**config.mk**
```make
export PLATFORM = sky130hd
export DESIGN_NAME = ctbic_core
export DESIGN_NICKNAME = d
export VERILOG_FILES = /design/src/logic/ctbic_pkg.sv /design/src/logic/ctbic_core.sv
export SDC_FILE = /design/constraint.sdc
export NUM_CORES = 1
export LEC_CHECK = 0
export BUFFER_PORTS_ARGS = -buffer_cell sky130_fd_sc_hd__clkbuf_2
export CORE_UTILIZATION = 35
export DETAILED_ROUTE_END_ITERATION = 6
export PLACE_DENSITY = 0.71
export SETUP_SLACK_MARGIN = 0.02
export SLEW_MARGIN = 15
export SYNTH_ARGS = -nofsm -noshare
export SYNTH_HDL_FRONTEND = slang
export SYNTH_SLANG_ARGS = --single-unit
```
**constraint.sdc**
```tcl
create_clock -name i_clk -period 1.9 [get_ports i_clk]
set_clock_uncertainty 0.2 [all_clocks]
set_input_delay 0.095 -clock i_clk [delete_from_list [all_inputs] [get_ports i_clk]]
set_output_delay 0.095 -clock i_clk [all_outputs]
set_load 0.1 [all_outputs]
```
**src/logic/ctbic_pkg.sv**
```systemverilog
// Contract
// wake enable set: a wake-up event raises a wake interrupt request
// status-change enable set: pending status-change flag raises error request
// rx sensitivity 11 all, 10 error/bus-off edges, 01 bus-off, 00 none
// tx sensitivity 11 all, 10 error/bus-off edges, 01 bus-off, 00 none
// bus state flags track real state, frozen while status-change flag pending
// overrun enable set: overrun flag raises error request
// receive-full enable set: receive-full flag raises receive request
// receiver enable register readable always, writable only outside init mode
// sensitivity fields keep their value through init mode
// transmit registers forced to reset while init mode, writable after
// outside init, writing 1 clears an empty flag, 0 ignored
// cpu loads a buffer fully before clearing its empty flag
// empty flag set on successful send or granted abort
// per-buffer enable lets a set empty flag raise transmit request
// clearing an empty flag clears its abort acknowledge
// listen-only: empty flags cannot clear, no transmission starts
// accesses blocked to a scheduled buffer with empty flag clear
// abort granted if not started, or failed by lost arbitration or error
// granted abort sets empty and acknowledge, interrupt if enabled
// cpu never clears abort request; cleared when empty flag sets
// abort acknowledge bits read-only, mark aborted rather than sent
// buffer select reads lowest set bit only, writable outside init
// lowest set select bit chooses the foreground buffer
// no buffer selected: foreground window accesses refused
// transmit request is OR of empty flag AND enable per buffer
package ctbic_pkg;

  // ==========================================================================
  // sizes
  localparam int          NUM_TX_BUF = 3;
  localparam int          ADDR_W     = 12;

  // ==========================================================================
  // register offsets
  localparam logic [11:0] OFF_RIER   = 12'h000;
  localparam logic [11:0] OFF_TFLG   = 12'h004;
  localparam logic [11:0] OFF_TIER   = 12'h008;
  localparam logic [11:0] OFF_TARQ   = 12'h00C;
  localparam logic [11:0] OFF_TAAK   = 12'h010;
  localparam logic [11:0] OFF_TBSEL  = 12'h014;
  localparam logic [11:0] OFF_STAT   = 12'h018;

  // ==========================================================================
  // receiver enable fields
  localparam int          B_WAKE_IE  = 7;
  localparam int          B_CSC_IE   = 6;
  localparam int          B_RSENS_H  = 5;
  localparam int          B_RSENS_L  = 4;
  localparam int          B_TSENS_H  = 3;
  localparam int          B_TSENS_L  = 2;
  localparam int          B_OVR_IE   = 1;
  localparam int          B_RXF_IE   = 0;

  // status fields: wake flag, status-change flag, rx state, tx state, ovr, rxf
  localparam int          B_WAKE_F   = 7;
  localparam int          B_CSC_F    = 6;
  localparam int          B_RST_L    = 4;
  localparam int          B_TST_L    = 2;

  // ==========================================================================
  // reset values, bus state and sensitivity codes
  localparam logic [7:0]  RST_RIER   = 8'h00;
  localparam logic [2:0]  RST_TFLG   = 3'h7;
  localparam logic [2:0]  RST_ZERO3  = 3'h0;
  localparam logic [1:0]  ST_OK      = 2'h0;
  localparam logic [1:0]  ST_BUSOFF  = 2'h3;
  localparam logic [1:0]  SENS_ALL   = 2'h3;
  localparam logic [1:0]  SENS_ERR   = 2'h2;
  localparam logic [1:0]  SENS_BOFF  = 2'h1;

  // ==========================================================================
  // carriers
  typedef struct packed {
    logic              psel;
    logic              penable;
    logic              pwrite;
    logic [11:0]       paddr;
    logic [31:0]       pwdata;
  } ctbic_apb_t;

  typedef struct packed {
    logic              wake_event;
    logic              overrun_flag;
    logic              rx_full_flag;
    logic [1:0]        rx_state;
    logic [1:0]        tx_state;
    logic [2:0]        tx_done;
    logic [2:0]        tx_started;
    logic [2:0]        tx_failed;
  } ctbic_eng_t;

endpackage

```
**src/logic/ctbic_core.sv**
```systemverilog
`timescale 1ns/1ps
`default_nettype none
module ctbic_core (
  input  wire logic                  i_clk,
  input  wire logic                  i_nrst,
  input  wire ctbic_pkg::ctbic_apb_t i_apb,
  input  wire ctbic_pkg::ctbic_eng_t i_eng,
  input  wire logic                  i_init_request,
  input  wire logic                  i_init_acknowledge,
  input  wire logic                  i_listen_only,
  output logic                       o_pready,
  output logic [31:0]                o_prdata,
  output logic                       o_pslverr,
  output logic                       o_wake_irq,
  output logic                       o_err_irq,
  output logic                       o_rx_irq,
  output logic                       o_tx_irq,
  output logic [2:0]                 o_tx_sched,
  output logic [2:0]                 o_fg_sel,
  output logic                       o_fg_access_ok,
  output logic [1:0]                 o_rx_bus_state,
  output logic [1:0]                 o_tx_bus_state
);

  // ==========================================================================
  // state
  logic [7:0]  rier_q,  rier_d;
  logic [2:0]  tflg_q,  tflg_d;
  logic [2:0]  tier_q,  tier_d;
  logic [2:0]  arq_q,   arq_d;
  logic [2:0]  aak_q,   aak_d;
  logic [2:0]  tbsel_q, tbsel_d;
  logic        wake_q,  wake_d;
  logic        csc_q,   csc_d;
  logic [1:0]  rx_q,    rx_d;
  logic [1:0]  tx_q,    tx_d;
  logic        pready_q, pready_d;
  logic [31:0] prdata_q, prdata_d;
  logic        pslverr_q, pslverr_d;
  logic        wake_irq_q, wake_irq_d;
  logic        err_irq_q, err_irq_d;
  logic        rx_irq_q, rx_irq_d;
  logic        tx_irq_q, tx_irq_d;
  logic [2:0]  sched_q, sched_d;
  logic [2:0]  fgsel_q, fgsel_d;
  logic        fgok_q, fgok_d;

  logic        init_mode;
  logic        acc_done;
  logic        wr;
  logic [7:0]  wdat;
  logic [2:0]  grant;
  logic [2:0]  set_empty;
  logic [2:0]  tbsel_low;

  // ==========================================================================
  // helpers
  function automatic logic sens_hit(input logic [1:0] sens, input logic [1:0] old_st,
                                    input logic [1:0] new_st);
    logic hit;
    hit = 1'b0;
    case (sens)
      ctbic_pkg::SENS_ALL:  hit = 1'b1;
      ctbic_pkg::SENS_ERR:  hit = old_st[1] | new_st[1];
      ctbic_pkg::SENS_BOFF: hit = (old_st == ctbic_pkg::ST_BUSOFF) | (new_st == ctbic_pkg::ST_BUSOFF);
      default:              hit = 1'b0;
    endcase
    return hit;
  endfunction

  assign init_mode = i_init_request & i_init_acknowledge;
  assign acc_done  = i_apb.psel & i_apb.penable & pready_q;
  assign wr        = acc_done & i_apb.pwrite;
  assign wdat      = i_apb.pwdata[7:0];
  assign tbsel_low = tbsel_q & (~tbsel_q + 3'h1);

  // ==========================================================================
  // abort grant and empty-flag set sources
  genvar gi;
  generate
    for (gi = 0; gi < ctbic_pkg::NUM_TX_BUF; gi++) begin : g_buf
      assign grant[gi]     = arq_q[gi] & ~tflg_q[gi]
                             & (~i_eng.tx_started[gi] | i_eng.tx_failed[gi]);
      assign set_empty[gi] = grant[gi] | (i_eng.tx_done[gi] & ~tflg_q[gi]);
    end
  endgenerate

  // ==========================================================================
  // register next state
  always_comb begin
    logic rx_chg;
    logic tx_chg;
    rx_chg  = 1'b0;
    tx_chg  = 1'b0;
    rier_d  = rier_q;
    tflg_d  = tflg_q;
    tier_d  = tier_q;
    arq_d   = arq_q;
    aak_d   = aak_q;
    tbsel_d = tbsel_q;
    wake_d  = wake_q;
    csc_d   = csc_q;
    rx_d    = rx_q;
    tx_d    = tx_q;

    if (wr && !init_mode) begin
      case (i_apb.paddr)
        ctbic_pkg::OFF_RIER:  rier_d = wdat;
        ctbic_pkg::OFF_TFLG: begin
          if (!i_listen_only) begin
            tflg_d = tflg_q & ~wdat[2:0];
            aak_d  = aak_q & ~(tflg_q & wdat[2:0]);
          end
        end
        ctbic_pkg::OFF_TIER:  tier_d  = wdat[2:0];
        ctbic_pkg::OFF_TARQ:  arq_d   = arq_q | wdat[2:0];
        ctbic_pkg::OFF_TBSEL: tbsel_d = wdat[2:0];
        ctbic_pkg::OFF_STAT: begin
          wake_d = wake_q & ~wdat[ctbic_pkg::B_WAKE_F];
          csc_d  = csc_q & ~wdat[ctbic_pkg::B_CSC_F];
        end
        default: begin
        end
      endcase
    end

    // hardware sets win over software clears
    tflg_d = tflg_d | set_empty;
    aak_d  = aak_d | grant;
    arq_d  = arq_d & ~tflg_d;
    if (i_eng.wake_event) begin
      wake_d = 1'b1;
    end

    // bus state tracking, frozen while the status-change flag is pending
    if (!csc_q) begin
      rx_d   = i_eng.rx_state;
      tx_d   = i_eng.tx_state;
      rx_chg = (i_eng.rx_state != rx_q)
               && sens_hit(rier_q[ctbic_pkg::B_RSENS_H:ctbic_pkg::B_RSENS_L], rx_q, i_eng.rx_state);
      tx_chg = (i_eng.tx_state != tx_q)
               && sens_hit(rier_q[ctbic_pkg::B_TSENS_H:ctbic_pkg::B_TSENS_L], tx_q, i_eng.tx_state);
      if (rx_chg || tx_chg) begin
        csc_d = 1'b1;
      end
    end

    if (init_mode) begin
      rier_d = {ctbic_pkg::RST_RIER[7:6], rier_q[ctbic_pkg::B_RSENS_H:ctbic_pkg::B_TSENS_L],
                ctbic_pkg::RST_RIER[1:0]};
      tflg_d  = ctbic_pkg::RST_TFLG;
      tier_d  = ctbic_pkg::RST_ZERO3;
      arq_d   = ctbic_pkg::RST_ZERO3;
      aak_d   = ctbic_pkg::RST_ZERO3;
      tbsel_d = ctbic_pkg::RST_ZERO3;
    end
  end

  always_ff @(posedge i_clk or negedge i_nrst) begin
    if (!i_nrst) begin
      rier_q  <= ctbic_pkg::RST_RIER;
      tflg_q  <= ctbic_pkg::RST_TFLG;
      tier_q  <= ctbic_pkg::RST_ZERO3;
      arq_q   <= ctbic_pkg::RST_ZERO3;
      aak_q   <= ctbic_pkg::RST_ZERO3;
      tbsel_q <= ctbic_pkg::RST_ZERO3;
      wake_q  <= 1'b0;
      csc_q   <= 1'b0;
      rx_q    <= ctbic_pkg::ST_OK;
      tx_q    <= ctbic_pkg::ST_OK;
    end else begin
      rier_q  <= rier_d;
      tflg_q  <= tflg_d;
      tier_q  <= tier_d;
      arq_q   <= arq_d;
      aak_q   <= aak_d;
      tbsel_q <= tbsel_d;
      wake_q  <= wake_d;
      csc_q   <= csc_d;
      rx_q    <= rx_d;
      tx_q    <= tx_d;
    end
  end

  // ==========================================================================
  // apb slave: ready one cycle into the access phase, data captured with it
  always_comb begin
    pready_d  = 1'b0;
    prdata_d  = prdata_q;
    pslverr_d = 1'b0;
    if (i_apb.psel && i_apb.penable && !pready_q) begin
      pready_d = 1'b1;
      prdata_d = 32'h0000_0000;
      case (i_apb.paddr)
        ctbic_pkg::OFF_RIER:  prdata_d[7:0] = rier_q;
        ctbic_pkg::OFF_TFLG:  prdata_d[2:0] = tflg_q;
        ctbic_pkg::OFF_TIER:  prdata_d[2:0] = tier_q;
        ctbic_pkg::OFF_TARQ:  prdata_d[2:0] = arq_q;
        ctbic_pkg::OFF_TAAK:  prdata_d[2:0] = aak_q;
        ctbic_pkg::OFF_TBSEL: prdata_d[2:0] = tbsel_low;
        ctbic_pkg::OFF_STAT: begin
          prdata_d[ctbic_pkg::B_WAKE_F]                     = wake_q;
          prdata_d[ctbic_pkg::B_CSC_F]                      = csc_q;
          prdata_d[ctbic_pkg::B_RST_L+1:ctbic_pkg::B_RST_L] = rx_q;
          prdata_d[ctbic_pkg::B_TST_L+1:ctbic_pkg::B_TST_L] = tx_q;
          prdata_d[ctbic_pkg::B_OVR_IE]                     = i_eng.overrun_flag;
          prdata_d[ctbic_pkg::B_RXF_IE]                     = i_eng.rx_full_flag;
        end
        default:              pslverr_d = 1'b1;
      endcase
    end
  end

  always_ff @(posedge i_clk or negedge i_nrst) begin
    if (!i_nrst) begin
      pready_q  <= 1'b0;
      prdata_q  <= 32'h0000_0000;
      pslverr_q <= 1'b0;
    end else begin
      pready_q  <= pready_d;
      prdata_q  <= prdata_d;
      pslverr_q <= pslverr_d;
    end
  end

  // ==========================================================================
  // requests and engine-facing outputs
  always_comb begin
    wake_irq_d = wake_q & rier_q[ctbic_pkg::B_WAKE_IE];
    err_irq_d  = (csc_q & rier_q[ctbic_pkg::B_CSC_IE])
                 | (i_eng.overrun_flag & rier_q[ctbic_pkg::B_OVR_IE]);
    rx_irq_d   = i_eng.rx_full_flag & rier_q[ctbic_pkg::B_RXF_IE];
    tx_irq_d   = |(tflg_q & tier_q);
    sched_d    = ~tflg_q & {3{~i_listen_only}};
    fgsel_d    = tbsel_low;
    fgok_d     = (tbsel_low != 3'h0) && ((tbsel_low & tflg_q) != 3'h0);
  end

  always_ff @(posedge i_clk or negedge i_nrst) begin
    if (!i_nrst) begin
      wake_irq_q <= 1'b0;
      err_irq_q  <= 1'b0;
      rx_irq_q   <= 1'b0;
      tx_irq_q   <= 1'b0;
      sched_q    <= ctbic_pkg::RST_ZERO3;
      fgsel_q    <= ctbic_pkg::RST_ZERO3;
      fgok_q     <= 1'b0;
    end else begin
      wake_irq_q <= wake_irq_d;
      err_irq_q  <= err_irq_d;
      rx_irq_q   <= rx_irq_d;
      tx_irq_q   <= tx_irq_d;
      sched_q    <= sched_d;
      fgsel_q    <= fgsel_d;
      fgok_q     <= fgok_d;
    end
  end

  assign o_pready       = pready_q;
  assign o_prdata       = prdata_q;
  assign o_pslverr      = pslverr_q;
  assign o_wake_irq     = wake_irq_q;
  assign o_err_irq      = err_irq_q;
  assign o_rx_irq       = rx_irq_q;
  assign o_tx_irq       = tx_irq_q;
  assign o_tx_sched     = sched_q;
  assign o_fg_sel       = fgsel_q;
  assign o_fg_access_ok = fgok_q;
  assign o_rx_bus_state = rx_q;
  assign o_tx_bus_state = tx_q;
endmodule
`default_nettype wire

```
==> impl_metrics.csv <==
group,metric,value,unit
worst_setup_path,r2r_slack,0.07,ns
grt,antenna_found_initial,0,
worst_setup_path,crit_path_end_kind,"flop",
grt,grt_pass1_vias,2076,
detailed_routing,drc_errors,0,
clock_tree,htree_levels,2,
sta,drv_slew,0,
worst_setup_path,crit_start,"i_listen_only",
finish,antennaDiodeCount,0,
sta,setup_viol_count_final,1,
pwr,p_leak,1.718,nW
sta,setup_slack,-0.004313,ns
worst_setup_path,cp.arrival,1.90,ns
sta,min_period,1.904,ns
yosys,dominantRegCellSynth,"dfrtp_1",
floorplan,core_area,0.007331,sq mm
clock_tree,cts.sink_count,50,
detailed_routing,drtIter0Drc,108,
clock_tree,worstSkewPairLatency,0.30,ns
sta,fmax,525.1,MHz
yosys,synthTopCellsByCount,"dfrtp_1 (47), nand2_1 (27), buf_4 (24)",
clock_tree,postCtsSetupBuffers,0,
grt,overflow,0,
yosys,synth.largest_area_cell,"dfrtp_1",
placement,placement.io_buffers,68,
finish,instances_no_fill,455,
yosys,avgSynthCellArea,10.29,sq um
clock_tree,cts_tree,"done",
detailed_routing,via_per_inst,4.888,
sta,period_share,100.2,%
worst_setup_path,crit_required,1.89,ns
yosys,synthTopCellsByArea,"dfrtp_1 (44%), buf_4 (6.7%), mux2i_1 (4.8%)",
finish,area_delta_synth_final,26.98,%
yosys,synth_cell_type_count,49,
sta,finalHoldViolCount,0,
yosys,yosys.cell_count.top_type,"dfrtp_1",
floorplan,num_rows,31,
placement,dp_hpwl,4813,um
floorplan,initial_core_util,36.63,%
grt,grt_pass1_wl,9735,um
worst_setup_path,critPathKind,"in2reg",
placement,place_inst,425,
worst_setup_path,r2r_start,"o_pready$_DFF_PN0_",
sta,max_slew_margin,61.40,%
pwr,powerDensity,633.4,mW/mm^2
worst_setup_path,path_depth,6,
pwr,peakVddDrop,0.0002900,V
detailed_routing,drt-total-wl,6436,um
status,status,"finished, violations left",
status,violations,"negative setup slack",
worst_setup_path,startpoint_type,"input pin",
job,max-cap-violations,0,
grt,grt_start_max_net_pins,32,
placement,gp_congestion,0.8960,
yosys,yosysWarnings,0,
floorplan,die_area,0.008025,sq mm
finish,fillerInstances,684,
grt,grt_usage,16.35,%
yosys,async_reset_ff_share,100.0,%
worst_setup_path,reg2reg_to,"arq_q[2]$_DFF_PN0_",
sta,finalSetupTns,-0.004313,ns
floorplan,io_pins,117,
finish,drive_gt1_share,31.18,%
yosys,ys_ff_latch,50,
detailed_routing,drtPass1Iterations,5,
worst_setup_path,rr_worst_depth,5,
pwr,power,0.002160,W
worst_setup_path,slowest_stage,"dlygate4sd3_1",
floorplan,fp.dieH,89.59,um
yosys,synth.top_cell.area_share,43.80,%
worst_setup_path,critical-path-top-delay-family,"simple AND/OR/NAND/NOR gates",
placement,placed_cell_area,0.003104,sq mm
floorplan,die_w,89.59,um
worst_setup_path,worst-path-buf-inv,2,
sta,tightest_slew,0.5776,ns
yosys,synth-edff-count,0,
worst_setup_path,slowest_delay,0.54,ns
yosys,synthCells,261,
detailed_routing,vias,2224,
sta,rsz0062_at_grt,"true",
worst_setup_path,path_max_fanout,4,
finish,layout.nets,425,
yosys,synth_area,0.002685,sq mm
worst_setup_path,path_cells,"dlygate4sd3_1 > clkbuf_2 > or3b_2 > nor4_1 > and3_1 > nor3_1",
min_path,hp-class,"in2reg",
detailed_routing,ant_nets,0,
detailed_routing,wire_per_inst,14.15,um
worst_setup_path,crit_end,"aak_q[1]$_DFF_PN0_",
clock_tree,root_buffer,"clkbuf_8",
finish,design_area,0.003410,sq mm
clock_tree,cts_buffer_depth,2,
clock_tree,cts_buffers,5,
clock_tree,clkSlewWorstSetupHoldPaths,0.09,ns
yosys,ys_seq_area_share,46.74,%
[worst register-to-register path, cell delays in order, from the launching register on]
cell	delay, ns
dfrtp_4	0.49
and4_1	0.22
and4_2	0.31
buf_4	0.17
a31oi_1	0.24
nor2_1	0.08
[state kept, by name, summed over array words and instances (netlist names), 2 cells and up]
name / flops
o_prdata: 8
rier_q: 8
aak_q: 3
arq_q: 3
o_fg_sel: 3
o_tx_sched: 3
tbsel_q: 3
tflg_q: 3
tier_q: 3
o_rx_bus_state: 2
o_tx_bus_state: 2
[layout make-up]
cell class / count / area [sq um] / share of cell area [%]
Multi-Input combinational cell: 186 / 1241 / 36.40
Sequential cell: 50 / 1264 / 37.06
Tap cell: 99 / 123.9 / 3.633
Timing Repair Buffer: 101 / 655.6 / 19.23
Clock buffer: 7 / 76.32 / 2.239
Clock inverter: 1 / 7.507 / 0.2202
Inverter: 11 / 41.29 / 1.211
[routing by layer]
metal / global-route usage (%) / wire length, um / part of all wire [%] / vias to the layer above
met5: 0 / 0 / 0 / -
met3: 3.382 / 336 / 5.2 / 8
met4: 6.205 / 93 / 1.4 / 0
li1: - / - / - / 1065
met1: 22.24 / 2993 / 47 / 1056
met2: 25.69 / 3014 / 47 / 95
[where the power goes]
part	switching [W]	internal [W]	total [W]
Combinational	0.000377	0.000111	0.000488
Clock	0.000331	0.000261	0.000592
Sequential	0.00000827	0.00107	0.00108
Total	0.000716	0.00144	0.00216
[stage by stage]
stage | hold WS [ns] | util, % | worst slack [ns]
2_1_floorplan | -0.4006 | - | 0.04261
3_3_place_gp | -0.09512 | 42.35 | 0.09062
3_5_place_dp | -0.08254 | 42.35 | 0.06971
4_1_cts | 0.003603 | 46.49 | 0.05109
5_1_grt | 0.04620 | 46.51 | -0.02953
6_report | 0.01782 | 46.51 | -0.004313
[worst min-delay path by stage]
| stage | from | end | depth (start not counted) |
|---|---|---|---|
| 2_1_floorplan | i_nrst | aak_q[0]$_DFF_PN0_ | 0 |
| 3_3_place_gp | i_nrst | o_prdata[5]$_DFFE_PN0P_ | 1 |
| 3_5_place_dp | i_nrst | o_prdata[4]$_DFFE_PN0P_ | 1 |
| 4_1_cts | i_eng[4] | aak_q[1]$_DFF_PN0_ | 4 |
| 5_1_grt | i_eng[4] | aak_q[1]$_DFF_PN0_ | 4 |
| 6_report | i_apb[43] | o_pslverr$_DFF_PN0_ | 5 |
[cell usage in the layout, fill, tap and decap left out, types with 3 or more instances in the layout]
cell type	count
a21oi_1	10
a221o_1	5
a31oi_1	6
and2_0	5
and2_1	3
and3_1	3
and3b_1	4
buf_4	10
clkbuf_2	68
clkbuf_8	5
conb_1	24
dfrtp_1	42
dfrtp_2	4
dfstp_2	3
dlygate4sd3_1	22
inv_1	11
mux2_2	8
mux2i_1	13
nand2_1	27
nand2b_1	4
nand4_1	3
nor2_1	11
nor2b_1	3
nor3_1	9
nor4_4	3
o21ai_0	7
o22ai_1	3
or3_1	3
[timing repair]
action	4_1_cts	5_1_grt
setup endpoints to repair	0	8
endpoints found under the hold margin	53	0
hold buffers	22	0
gates resized for setup	0	1
[logic make-up after synthesis]
family / Yosys count / share of synthesized area (%)
simple gates: 91 / 20.41
flops: 50 / 46.74
buf+inv: 48 / 10.30
compound gates: 45 / 11.79
mux: 22 / 9.040
fa+ha+maj: 2 / 0.9318
xor+xnor: 2 / 0.6525
other cells: 1 / 0.1397
Note: power is estimated with default switching activity, not from simulation.
